<file path="src/include/ccs_pkg.sv">
// Shared constants for the clocked serial channel start and status block
package ccs_pkg;

   // Bus geometry
   localparam int unsigned AXI_ADDR_W      = 8;
   localparam int unsigned AXI_DATA_W      = 32;

   // Register byte offsets
   localparam logic [7:0]  OFF_IRQ_FLAG    = 8'h00;
   localparam logic [7:0]  OFF_IRQ_MASK    = 8'h04;
   localparam logic [7:0]  OFF_START_TRIG  = 8'h08;
   localparam logic [7:0]  OFF_STATUS      = 8'h0C;
   localparam logic [7:0]  OFF_DATA        = 8'h10;
   localparam logic [7:0]  OFF_ALIAS       = 8'h14;
   localparam logic [7:0]  OFF_ENABLE      = 8'h18;
   localparam logic [7:0]  OFF_ERR_CLEAR   = 8'h1C;

   // Field positions
   localparam int unsigned XFER_END_BIT    = 5;
   localparam int unsigned START_BIT       = 0;
   localparam int unsigned ENABLE_BIT      = 0;
   localparam int unsigned IN_PROGRESS_BIT = 6;
   localparam int unsigned BUF_FULL_BIT    = 5;
   localparam int unsigned FRAMING_BIT     = 2;
   localparam int unsigned PARITY_BIT      = 1;
   localparam int unsigned OVERRUN_BIT     = 0;
   localparam int unsigned DIV_LSB         = 9;
   localparam int unsigned DIV_W           = 7;
   localparam int unsigned BYTE_W          = 8;

   // Reset values
   localparam logic        FLAG_RESET      = 1'b0;
   localparam logic        MASK_RESET      = 1'b1;
   localparam logic [6:0]  DIV_RESET       = 7'h00;
   localparam logic [7:0]  BYTE_RESET      = 8'h00;

   // Bus responses
   localparam logic [1:0]  RESP_OKAY       = 2'b00;
   localparam logic [1:0]  RESP_SLVERR     = 2'b10;

   // Timing
   localparam int unsigned CORE_CLK_HZ     = 10_000_000;
   localparam int unsigned SYNC_STAGES     = 2;

endpackage

</file>
<file path="src/design/ccs_sync.sv">
// Two-stage synchroniser for inputs from outside the core clock domain
`timescale 1ns/1ns
module ccs_sync
   import ccs_pkg::*;
#(
   parameter int unsigned WIDTH = 1
) (
   // Clock and reset
   input  wire logic             core_clk,
   input  wire logic             reset_n,
   // Asynchronous in, synchronous out
   input  wire logic [WIDTH-1:0] async_in,
   output      logic [WIDTH-1:0] sync_out
);

   logic [WIDTH-1:0] meta_ff;
   logic [WIDTH-1:0] sync_ff;

   // Refuse a zero-width synchroniser
   if (WIDTH < 1) begin : g_chk
      $error("ccs_sync WIDTH must be at least 1");
   end

   // First stage is read only by the second stage
   always_ff @(posedge core_clk) begin
      if (!reset_n) begin
         meta_ff <= '0;
         sync_ff <= '0;
      end else begin
         meta_ff <= async_in;
         sync_ff <= meta_ff;
      end
   end

   assign sync_out = sync_ff;

endmodule // ccs_sync

</file>
<file path="src/design/ccs_shifter.sv">
// Byte shift engine with divided serial clock, MSB first
`timescale 1ns/1ns
module ccs_shifter
   import ccs_pkg::*;
#(
   parameter int unsigned XFER_BITS = 8
) (
   // Clock and reset
   input  wire logic             core_clk,
   input  wire logic             reset_n,
   // Control
   input  wire logic             start,
   input  wire logic [7:0]       tx_byte,
   input  wire logic [6:0]       div_sel,
   output      logic             busy,
   output      logic             done,
   output      logic [7:0]       rx_byte,
   // Serial lines, data in already synchronised
   input  wire logic             si_sync,
   output      logic             sck_out,
   output      logic             so_out
);

   logic [7:0] half_cnt_ff;
   logic [7:0] half_len_ff;
   logic [3:0] bit_cnt_ff;
   logic [7:0] shreg_ff;
   logic [7:0] rx_ff;
   logic       busy_ff;
   logic       done_ff;
   logic       sck_ff;
   logic       so_ff;
   logic       half_end;
   logic       last_bit;

   // Refuse lengths the byte path cannot carry
   if (XFER_BITS < 1 || XFER_BITS > 8) begin : g_chk
      $error("ccs_shifter XFER_BITS must be 1 to 8");
   end

   // Half period of the serial clock is field plus one core cycles
   assign half_end = busy_ff && (half_cnt_ff == half_len_ff);
   assign last_bit = (bit_cnt_ff == 4'(XFER_BITS - 1));

   // Low phase drives data, rising edge samples, high phase advances
   always_ff @(posedge core_clk) begin
      if (!reset_n) begin
         half_cnt_ff <= 8'h00;
         half_len_ff <= 8'h00;
         bit_cnt_ff  <= 4'h0;
         shreg_ff    <= 8'h00;
         rx_ff       <= 8'h00;
         busy_ff     <= 1'b0;
         done_ff     <= 1'b0;
         sck_ff      <= 1'b1;
         so_ff       <= 1'b1;
      end else begin
         done_ff <= 1'b0;
         if (start && !busy_ff) begin
            half_len_ff <= {1'b0, div_sel};
            half_cnt_ff <= 8'h00;
            bit_cnt_ff  <= 4'h0;
            shreg_ff    <= tx_byte << (8 - XFER_BITS);
            so_ff       <= tx_byte[XFER_BITS-1];
            sck_ff      <= 1'b0;
            busy_ff     <= 1'b1;
         end else if (half_end) begin
            half_cnt_ff <= 8'h00;
            if (!sck_ff) begin
               sck_ff   <= 1'b1;
               shreg_ff <= {shreg_ff[6:0], si_sync};
            end else if (last_bit) begin
               busy_ff  <= 1'b0;
               done_ff  <= 1'b1;
               rx_ff    <= shreg_ff;
            end else begin
               sck_ff     <= 1'b0;
               so_ff      <= shreg_ff[7];
               bit_cnt_ff <= bit_cnt_ff + 4'h1;
            end
         end else if (busy_ff) begin
            half_cnt_ff <= half_cnt_ff + 8'h01;
         end
      end
   end

   assign busy    = busy_ff;
   assign done    = done_ff;
   assign rx_byte = rx_ff;
   assign sck_out = sck_ff;
   assign so_out  = so_ff;

endmodule // ccs_shifter

</file>
<file path="src/design/ccs_top.sv">
// Clocked serial channel: start trigger, status, data register, interrupt, AXI4-Lite slave
//
// Behaviour
// RL1 - The transfer-end request flag sits at bit 5 of the interrupt flag byte, 1 meaning pending.
// RL2 - Bit 5 of the interrupt mask byte masks the transfer-end interrupt when 1.
// RL3 - Software clears the request flag and then unmasks before servicing transfers.
// RL4 - Writing 1 to bit 0 of the start trigger sets the channel enable and waits; 0 does nothing.
// RL5 - The start trigger register always reads as zero.
// RL6 - Status bit 6 reads 1 while a communication is in progress, else 0.
// RL7 - Status holds buffer-full at bit 5 and framing, parity, overrun at bits 2, 1, 0; rest zero.
// RL8 - Writing the low eight bits of the data register starts shifting that byte out.
// RL9 - The low byte of the data register is also reachable as a separate 8-bit alias.
// RL10 - Data bits 15 to 9 set the serial clock to the core clock over twice the field plus one.
// RL11 - At transfer end the request flag sets and in-progress clears unless another byte waits.
// RL12 - Software waits on in-progress or the interrupt before writing the next byte.
//
// The placing of the registers and the AXI4-Lite slave port were chosen for this implementation.
`timescale 1ns/1ns
module ccs_top
   import ccs_pkg::*;
#(
   parameter int unsigned XFER_BITS = 8
) (
   // Clock and reset
   input  wire logic                  core_clk,
   input  wire logic                  reset_n,
   // AXI4-Lite write address
   input  wire logic [AXI_ADDR_W-1:0] s_axi_awaddr,
   input  wire logic                  s_axi_awvalid,
   output      logic                  s_axi_awready,
   // AXI4-Lite write data
   input  wire logic [AXI_DATA_W-1:0] s_axi_wdata,
   input  wire logic [3:0]            s_axi_wstrb,
   input  wire logic                  s_axi_wvalid,
   output      logic                  s_axi_wready,
   // AXI4-Lite write response
   output      logic [1:0]            s_axi_bresp,
   output      logic                  s_axi_bvalid,
   input  wire logic                  s_axi_bready,
   // AXI4-Lite read address
   input  wire logic [AXI_ADDR_W-1:0] s_axi_araddr,
   input  wire logic                  s_axi_arvalid,
   output      logic                  s_axi_arready,
   // AXI4-Lite read data
   output      logic [AXI_DATA_W-1:0] s_axi_rdata,
   output      logic [1:0]            s_axi_rresp,
   output      logic                  s_axi_rvalid,
   input  wire logic                  s_axi_rready,
   // Interrupt
   output      logic                  irq,
   // Serial link
   output      logic                  sck_out,
   output      logic                  so_out,
   input  wire logic                  si_in
);

   // Word-aligned address match, shared by the write and read decoders
   function automatic logic addr_hit(input logic [AXI_ADDR_W-1:0] addr,
                                     input logic [7:0] off);
      addr_hit = (addr[AXI_ADDR_W-1:2] == off[AXI_ADDR_W-1:2]);
   endfunction

   // Bus state
   logic [AXI_ADDR_W-1:0] aw_addr_ff;
   logic                  aw_held_ff;
   logic [AXI_DATA_W-1:0] w_data_ff;
   logic [3:0]            w_strb_ff;
   logic                  w_held_ff;
   logic                  bvalid_ff;
   logic [1:0]            bresp_ff;
   logic                  rvalid_ff;
   logic [1:0]            rresp_ff;
   logic [AXI_DATA_W-1:0] rdata_ff;

   // Channel state
   logic                  flag_ff;
   logic                  mask_ff;
   logic                  enable_ff;
   logic                  buf_full_ff;
   logic                  overrun_ff;
   logic [DIV_W-1:0]      div_ff;
   logic [BYTE_W-1:0]     tx_ff;
   logic [BYTE_W-1:0]     rx_ff;
   logic                  irq_ff;

   // Next values
   logic                  nxt_flag;
   logic                  nxt_buf_full;
   logic                  nxt_overrun;

   // Shift engine wires
   logic                  si_sync;
   logic                  sh_busy;
   logic                  sh_done;
   logic [BYTE_W-1:0]     sh_rx;
   logic                  sh_start;

   // Write decode
   logic                  do_write;
   logic                  lane0;
   logic                  lane1;
   logic                  wr_flag;
   logic                  wr_mask;
   logic                  wr_trig;
   logic                  wr_data;
   logic                  wr_alias;
   logic                  wr_errclr;
   logic                  wr_mapped;
   logic                  load_byte;

   // Read decode
   logic                  rd_take;
   logic                  rd_mapped;
   logic [AXI_DATA_W-1:0] rd_mux;
   logic [15:0]           status_word;
   logic [15:0]           data_word;

   // Handshakes: one write and one read at a time
   assign s_axi_awready = !aw_held_ff && !bvalid_ff;
   assign s_axi_wready  = !w_held_ff && !bvalid_ff;
   assign s_axi_arready = !rvalid_ff;
   assign do_write      = aw_held_ff && w_held_ff && !bvalid_ff;
   assign rd_take       = s_axi_arvalid && !rvalid_ff;

   // Write address and data are taken in either order
   always_ff @(posedge core_clk) begin
      if (!reset_n) begin
         aw_held_ff <= 1'b0;
         aw_addr_ff <= '0;
      end else if (s_axi_awvalid && s_axi_awready) begin
         aw_held_ff <= 1'b1;
         aw_addr_ff <= s_axi_awaddr;
      end else if (do_write) begin
         aw_held_ff <= 1'b0;
      end
   end

   always_ff @(posedge core_clk) begin
      if (!reset_n) begin
         w_held_ff <= 1'b0;
         w_data_ff <= '0;
         w_strb_ff <= 4'h0;
      end else if (s_axi_wvalid && s_axi_wready) begin
         w_held_ff <= 1'b1;
         w_data_ff <= s_axi_wdata;
         w_strb_ff <= s_axi_wstrb;
      end else if (do_write) begin
         w_held_ff <= 1'b0;
      end
   end

   // Write response, error for an unmapped word
   always_ff @(posedge core_clk) begin
      if (!reset_n) begin
         bvalid_ff <= 1'b0;
         bresp_ff  <= RESP_OKAY;
      end else if (do_write) begin
         bvalid_ff <= 1'b1;
         bresp_ff  <= wr_mapped ? RESP_OKAY : RESP_SLVERR;
      end else if (s_axi_bready) begin
         bvalid_ff <= 1'b0;
      end
   end

   // Register select for a committed write
   assign lane0     = w_strb_ff[0];
   assign lane1     = w_strb_ff[1];
   assign wr_flag   = do_write && addr_hit(aw_addr_ff, OFF_IRQ_FLAG);
   assign wr_mask   = do_write && addr_hit(aw_addr_ff, OFF_IRQ_MASK);
   assign wr_trig   = do_write && addr_hit(aw_addr_ff, OFF_START_TRIG);
   assign wr_data   = do_write && addr_hit(aw_addr_ff, OFF_DATA);
   assign wr_alias  = do_write && addr_hit(aw_addr_ff, OFF_ALIAS);   // [RL9]
   assign wr_errclr = do_write && addr_hit(aw_addr_ff, OFF_ERR_CLEAR);
   assign wr_mapped = wr_flag || wr_mask || wr_trig || wr_data || wr_alias || wr_errclr
                      || addr_hit(aw_addr_ff, OFF_STATUS) || addr_hit(aw_addr_ff, OFF_ENABLE);

   // A byte written to the low half or the alias while enabled becomes the next transfer
   assign load_byte = (wr_data || wr_alias) && lane0 && enable_ff;   // [RL8]

   // Engine pulls the waiting byte as soon as it is idle
   assign sh_start  = buf_full_ff && !sh_busy;   // [RL8]

   // Byte buffer: a new byte wins over the engine taking the old one
   assign nxt_buf_full = load_byte ? 1'b1 : (sh_start ? 1'b0 : buf_full_ff);

   // Overrun: byte written while a previous one still waits
   assign nxt_overrun  = (load_byte && buf_full_ff && !sh_start) ? 1'b1 :
                         ((wr_errclr && lane0 && w_data_ff[OVERRUN_BIT]) ? 1'b0 : overrun_ff);

   // Request flag: transfer end sets, write of one clears, set wins
   assign nxt_flag = sh_done ? 1'b1 :                                     // [RL11]
                     ((wr_flag && lane0 && w_data_ff[XFER_END_BIT]) ? 1'b0 : flag_ff);  // [RL1]

   // Interrupt flag, mask and start trigger
   always_ff @(posedge core_clk) begin
      if (!reset_n) begin
         flag_ff   <= FLAG_RESET;
         mask_ff   <= MASK_RESET;
         enable_ff <= 1'b0;
      end else begin
         flag_ff <= nxt_flag;   // [RL1]
         if (wr_mask && lane0) begin
            mask_ff <= w_data_ff[XFER_END_BIT];   // [RL2]
         end
         if (wr_trig && lane0 && w_data_ff[START_BIT]) begin
            enable_ff <= 1'b1;   // [RL4]
         end
      end
   end

   // Data register fields, buffer and overrun
   always_ff @(posedge core_clk) begin
      if (!reset_n) begin
         div_ff      <= DIV_RESET;
         tx_ff       <= BYTE_RESET;
         buf_full_ff <= 1'b0;
         overrun_ff  <= 1'b0;
      end else begin
         if (wr_data && lane1) begin
            div_ff <= w_data_ff[DIV_LSB +: DIV_W];   // [RL10]
         end
         if ((wr_data || wr_alias) && lane0) begin
            tx_ff <= w_data_ff[BYTE_W-1:0];   // [RL8]
         end
         buf_full_ff <= nxt_buf_full;
         overrun_ff  <= nxt_overrun;   // [RL7]
      end
   end

   // Received byte is kept for reading through the data register
   always_ff @(posedge core_clk) begin
      if (!reset_n) begin
         rx_ff <= BYTE_RESET;
      end else if (sh_done) begin
         rx_ff <= sh_rx;
      end
   end

   // Level interrupt while the unmasked request is pending
   always_ff @(posedge core_clk) begin
      if (!reset_n) begin
         irq_ff <= 1'b0;
      end else begin
         irq_ff <= nxt_flag && !mask_ff;   // [RL2]
      end
   end

   assign irq = irq_ff;

   // Status: in-progress holds across back-to-back bytes
   assign status_word = {9'h000,
                         sh_busy || buf_full_ff,   // [RL6] [RL11]
                         buf_full_ff,              // [RL7]
                         2'b00,
                         1'b0,                     // Framing error never occurs here
                         1'b0,                     // Parity error never occurs here
                         overrun_ff};              // [RL7]

   assign data_word = {div_ff, 1'b0, rx_ff};

   // Read selection
   assign rd_mapped = addr_hit(s_axi_araddr, OFF_IRQ_FLAG)
                      || addr_hit(s_axi_araddr, OFF_IRQ_MASK)
                      || addr_hit(s_axi_araddr, OFF_START_TRIG)
                      || addr_hit(s_axi_araddr, OFF_STATUS)
                      || addr_hit(s_axi_araddr, OFF_DATA)
                      || addr_hit(s_axi_araddr, OFF_ALIAS)
                      || addr_hit(s_axi_araddr, OFF_ENABLE)
                      || addr_hit(s_axi_araddr, OFF_ERR_CLEAR);

   assign rd_mux =
      addr_hit(s_axi_araddr, OFF_IRQ_FLAG) ? 32'(flag_ff) << XFER_END_BIT :   // [RL1]
      addr_hit(s_axi_araddr, OFF_IRQ_MASK) ? 32'(mask_ff) << XFER_END_BIT :   // [RL2]
      addr_hit(s_axi_araddr, OFF_STATUS)   ? {16'h0000, status_word} :       // [RL7]
      addr_hit(s_axi_araddr, OFF_DATA)     ? {16'h0000, data_word} :
      addr_hit(s_axi_araddr, OFF_ALIAS)    ? {24'h00_0000, rx_ff} :          // [RL9]
      addr_hit(s_axi_araddr, OFF_ENABLE)   ? 32'(enable_ff) << ENABLE_BIT :
      32'h0000_0000;                          // Start trigger reads zero [RL5]

   // Read data register, held until taken
   always_ff @(posedge core_clk) begin
      if (!reset_n) begin
         rvalid_ff <= 1'b0;
         rresp_ff  <= RESP_OKAY;
         rdata_ff  <= 32'h0000_0000;
      end else if (rd_take) begin
         rvalid_ff <= 1'b1;
         rresp_ff  <= rd_mapped ? RESP_OKAY : RESP_SLVERR;
         rdata_ff  <= rd_mux;
      end else if (s_axi_rready) begin
         rvalid_ff <= 1'b0;
      end
   end

   assign s_axi_bvalid = bvalid_ff;
   assign s_axi_bresp  = bresp_ff;
   assign s_axi_rvalid = rvalid_ff;
   assign s_axi_rresp  = rresp_ff;
   assign s_axi_rdata  = rdata_ff;

   // Serial data in crosses into the core clock domain
   ccs_sync #(
      .WIDTH (1)
   ) u_si_sync (
      .core_clk (core_clk),
      .reset_n  (reset_n),
      .async_in (si_in),
      .sync_out (si_sync)
   );

   // Shift engine, clock divided per the data register field
   ccs_shifter #(
      .XFER_BITS (XFER_BITS)
   ) u_shifter (
      .core_clk (core_clk),
      .reset_n  (reset_n),
      .start    (sh_start),
      .tx_byte  (tx_ff),
      .div_sel  (div_ff),     // [RL10]
      .busy     (sh_busy),
      .done     (sh_done),    // [RL11]
      .rx_byte  (sh_rx),
      .si_sync  (si_sync),
      .sck_out  (sck_out),
      .so_out   (so_out)
   );

endmodule // ccs_top

</file>
<file path="config.mk">
export PLATFORM = sky130hd
export DESIGN_NAME = ccs_top
export DESIGN_NICKNAME = d
export VERILOG_FILES = /design/src/include/ccs_pkg.sv /design/src/design/ccs_sync.sv /design/src/design/ccs_shifter.sv /design/src/design/ccs_top.sv
export SDC_FILE = /design/constraint.sdc
export NUM_CORES = 1
export LEC_CHECK = 0
export BUFFER_PORTS_ARGS = -buffer_cell sky130_fd_sc_hd__buf_2
export CAP_MARGIN = 20
export CELL_PAD_IN_SITES_DETAIL_PLACEMENT = 1
export CELL_PAD_IN_SITES_GLOBAL_PLACEMENT = 2
export CORE_MARGIN = 8
export CORE_UTILIZATION = 35
export DETAILED_ROUTE_END_ITERATION = 10
export HOLD_SLACK_MARGIN = 0.03
export PLACE_DENSITY_LB_ADDON = 0.1
export SKIP_CTS_REPAIR_TIMING = 1
export SLEW_MARGIN = 20
export SYNTH_ARGS = -nofsm -noshare
export SYNTH_HDL_FRONTEND = slang
export SYNTH_HIERARCHICAL = 1
export SYNTH_SLANG_ARGS = --single-unit
</file>
<file path="constraint.sdc">
create_clock -name core_clk -period 3.8 [get_ports core_clk]
set_clock_uncertainty 0.15 [all_clocks]
set_input_delay 0.19 -clock core_clk [delete_from_list [all_inputs] [get_ports core_clk]]
set_output_delay 0.19 -clock core_clk [all_outputs]
set_load 0.005 [all_outputs]
</file>
==> results.tsv <==
stage	metric	value	unit
outcome	outcome	complete, no violations	
hold_path	hold path cells	4	
cells_and_area	synth-to-layout area growth	27.4	%
yosys	Post-Synth Simple-Gate Area	0.232	
cells_and_area	Final Instance Count excl. Fillers	794	
worst_setup_path	Critical Path RT	3940	ps
sta	Rel. slew slack	0.559	
worst_setup_path	Crit-path slowest cell	dfxtp_1	
sta	final hold violation count	0	
placed_design	Final HPWL DP	8230	um
global_route	gr usage total	0.138	
global_route	initial antenna violation count	0	
global_route	first-pass GRT wire length	19800	um
yosys	most numerous cell in the Yosys netlist	dfxtp_1	
cells_and_area	fin area	6100	um2
yosys	Post-Syn Area	4790	um2
sta	# setup viols final	0	
clock_tree	H-tree level count	4	
sta	WHS	8.44	ps
sta	Final TNS setup	0	ps
yosys	top-area cell type share of the netlist area	0.477	
drt	via/cell ratio	4.72	
clock_tree	insertion delay to the later sink of the worst-skew pair	410	ps
sta	RSZ-0062 raised after global routing	no	
worst_setup_path	crit start category	register	
clock_tree	CTS tree	built	
worst_setup_path	R2R Path End	u_shifter/rx_byte[1]	
pwr	Pleak	2.71	nW
floorplanning	DIE AREA	17700	um2
placed_design	GPL Wtd Cong	0.695	
yosys	adder-cell share of the synthesized area	0.00523	
worst_setup_path	max incr delay on CP	650	ps
yosys	mux cell area share after synthesis	0.0836	
worst_setup_path	worst r2r src	u_shifter/busy	
yosys	Yosys cell types	49	
sta	Slew Viols, Final	0	
floorplanning	Die Span Y	133	um
drt	DRC viols	0	
worst_setup_path	Crit path top cell by count	nor2b_1	
yosys	cell taking the most area after synthesis	dfxtp_1	
sta	Tcrit/Tclk final	0.608	
floorplanning	Ports	104	
yosys	ys async rst share	0	
placed_design	Area after DPL	5170	um2
hold_path	Worst Hold Path EP	s_axi_rdata[6]	
hold_path	hold_sp	s_axi_araddr[4]	
clock_tree	Worst-path clk slew	50	ps
cells_and_area	NumNets Final	667	
cells_and_area	# diodes	0	
worst_setup_path	cells on worst reg2reg path	7	
yosys	Synth area leaders	dfxtp_1 48%, mux2i_1 8.4%, nand2_1 7.8%, nor2b_1 5.1%, a21boi_0 4.1%	
drt	TritonRoute pass-1 iters	4	
clock_tree	TritonCTS Buffers	17	
worst_setup_path	Crit path arrival time	2460	ps
placed_design	Post-Place Cells	734	
drt	DR iter-0 viols	128	
sta	fin crit period	2310	ps
yosys	Ys Warns	6	
worst_setup_path	R2R Setup Slk	1490	ps
yosys	post-synthesis sequential area ratio	0.477	
clock_tree	clk buf depth	2	
floorplanning	Core Area	13300	um2
placed_design	IO Port Bufs	61	
floorplanning	Starting Density	0.360	
global_route	largest net degree at the start of global routing	71	
yosys	top_reg_cell synth	dfxtp_1	
cells_and_area	fraction of layout cells with a size suffix above 1	0.173	
floorplanning	DIE WIDTH	133	um
worst_setup_path	Crit. End Element	register	
yosys	top post-synthesis cells by count	114 x dfxtp_1, 100 x nand2_1, 40 x mux2i_1	
worst_setup_path	CP Cell Sequence	nor2b_1 -> nor2b_1 -> buf_4 -> nor2_1 -> nand4_2 -> mux2i_1 -> nor2b_1	
pwr	worst ir drop on vdd	0.242	mV
drt	post-route ant nets	0	
yosys	Mapped Avg Cell Area	9.23	um2
drt	wire per inst	15.1	um
hold_path	hold crit path type	input port to register	
yosys	Post-Synthesis Cells	519	
drt	final WL	12000	um
yosys	Post-synth EDFFs	0	
cells_and_area	Final Util	0.459	
worst_setup_path	CP Max Fanout	19	
worst_setup_path	WS Path Type	register to register	
global_route	via count of the first global-routing pass	3930	
drt	Via Count	3747	
sta	f_max	433	MHz
global_route	total global routing overflow	0	
floorplanning	row cnt	42	
yosys	Post-Synth XOR/XNOR Area	0.0274	
pwr	total power per unit cell area	511	nW/um2
yosys	synthesis-stage register bit count	114	
job	max_cap viols	0	
clock_tree	CTS Root Cell	clkbuf_16	
yosys	Synth Area in Compound Gates	0.117	
clock_tree	CTS Sinks	114	
sta	Slew @ Worst Pin	656	ps
yosys	largest family of logic cells by synthesized area	simple AND/OR/NAND/NOR gates	
-- power by group --
part / total, mW / internal [mW] / switching, mW
clock network: 1.73 / 1.18 / 0.545
logic: 0.155 / 0.0742 / 0.0808
registers: 1.24 / 1.22 / 0.0187
total: 3.12 / 2.47 / 0.644
-- critical path, delay by kind of cell, from the launching register on --
kind | cells | cell delay [ps]
simple gates | 5 | 890
flops | 1 | 650
mux | 1 | 270
buf+inv | 1 | 220
-- final cells by class --
| type | count | area [um2] |
|---|---|---|
| clock buffer | 23 | 498 |
| clock inverter | 9 | 150 |
| fill | 1510 | 7200 |
| inverter | 5 | 18.8 |
| multi-input combinational | 372 | 2300 |
| sequential | 114 | 2280 |
| tap | 176 | 220 |
| timing repair buffer | 95 | 631 |
-- cell families (layout without fill, tap and decap cells) --
| kind of cell | count (synthesis) | in the layout |
|---|---|---|
| buffers and inverters | 51 | 132 |
| and+or+nand+nor | 219 | 219 |
| DFF | 114 | 114 |
| muxes | 40 | 40 |
| adders and majority gates | 2 | 2 |
| xor gates and xnor gates | 15 | 15 |
| AOI/OAI and AO/OA | 77 | 77 |
| other | 1 | 19 |
-- metrics by stage --
| step | power, mW | setup slack, ps |
|---|---|---|
| global route | 3.24 | 1290 |
| finish | 3.12 | 1490 |
| global placement | 1.39 | 1580 |
| floorplan | 1.36 | 1940 |
| detailed placement | 1.40 | 1520 |
| CTS | 3.14 | 1480 |
-- flip-flops by register name, indices dropped and copies added (netlist names), 2 cells and up --
register and cells:
u_shifter/half_len_ff 7, aw_addr_ff 6, u_shifter/half_cnt_ff 8, w_strb_ff 2, s_axi_rdata 15, w_data_ff 15
u_shifter/shreg_ff 8, div_ff 7, u_shifter/rx_byte 8, u_shifter/bit_cnt_ff 4, tx_ff 8, rx_ff 8
-- cells in the final DEF, fill, tap and decap left out, types with 3 or more instances in the layout --
cell type / netlist / final
dfxtp_1: 114 / 114
o211a_1: 10 / 10
nand2_1: 100 / 100
nand4_1: 7 / 7
buf_4: 20 / 6
o21ai_0: 11 / 11
o21a_1: 3 / 3
clkbuf_16: 0 / 17
and2_1: 5 / 5
clkinv_2: 0 / 3
bufinv_16: 0 / 4
nor2_1: 24 / 24
o22ai_1: 7 / 7
buf_2: 6 / 61
clkbuf_8: 0 / 5
nor2b_1: 39 / 39
nand2b_1: 3 / 3
nor3_1: 6 / 6
a21oi_1: 7 / 7
dlygate4sd3_1: 0 / 28
mux2i_1: 40 / 40
xnor2_1: 4 / 4
conb_1: 1 / 19
nand3_1: 16 / 16
a21boi_0: 26 / 26
a22o_1: 5 / 5
inv_1: 5 / 5
xor2_1: 11 / 11
-- worst max path at each step --
| stage | startpoint | to | cells past startpoint |
|---|---|---|---|
| after floorplan | u_shifter/busy | u_shifter/bit_cnt_ff[3] | 6 |
| after global placement | u_shifter/busy | u_shifter/rx_byte[0] | 7 |
| after detailed placement | u_shifter/busy | u_shifter/rx_byte[3] | 7 |
| after CTS | u_shifter/busy | u_shifter/rx_byte[4] | 7 |
| after global routing | u_shifter/busy | u_shifter/rx_byte[5] | 7 |
| final | u_shifter/busy | u_shifter/rx_byte[1] | 7 |
-- routing by layer --
layer | track usage | part of all wire
met1 | 0.166 | 0.47
met3 | 0.0439 | 0.034
met4 | 0.0656 | 0.017
met5 | 0 | 0
met2 | 0.220 | 0.47
(Power assumes the default switching activity.)
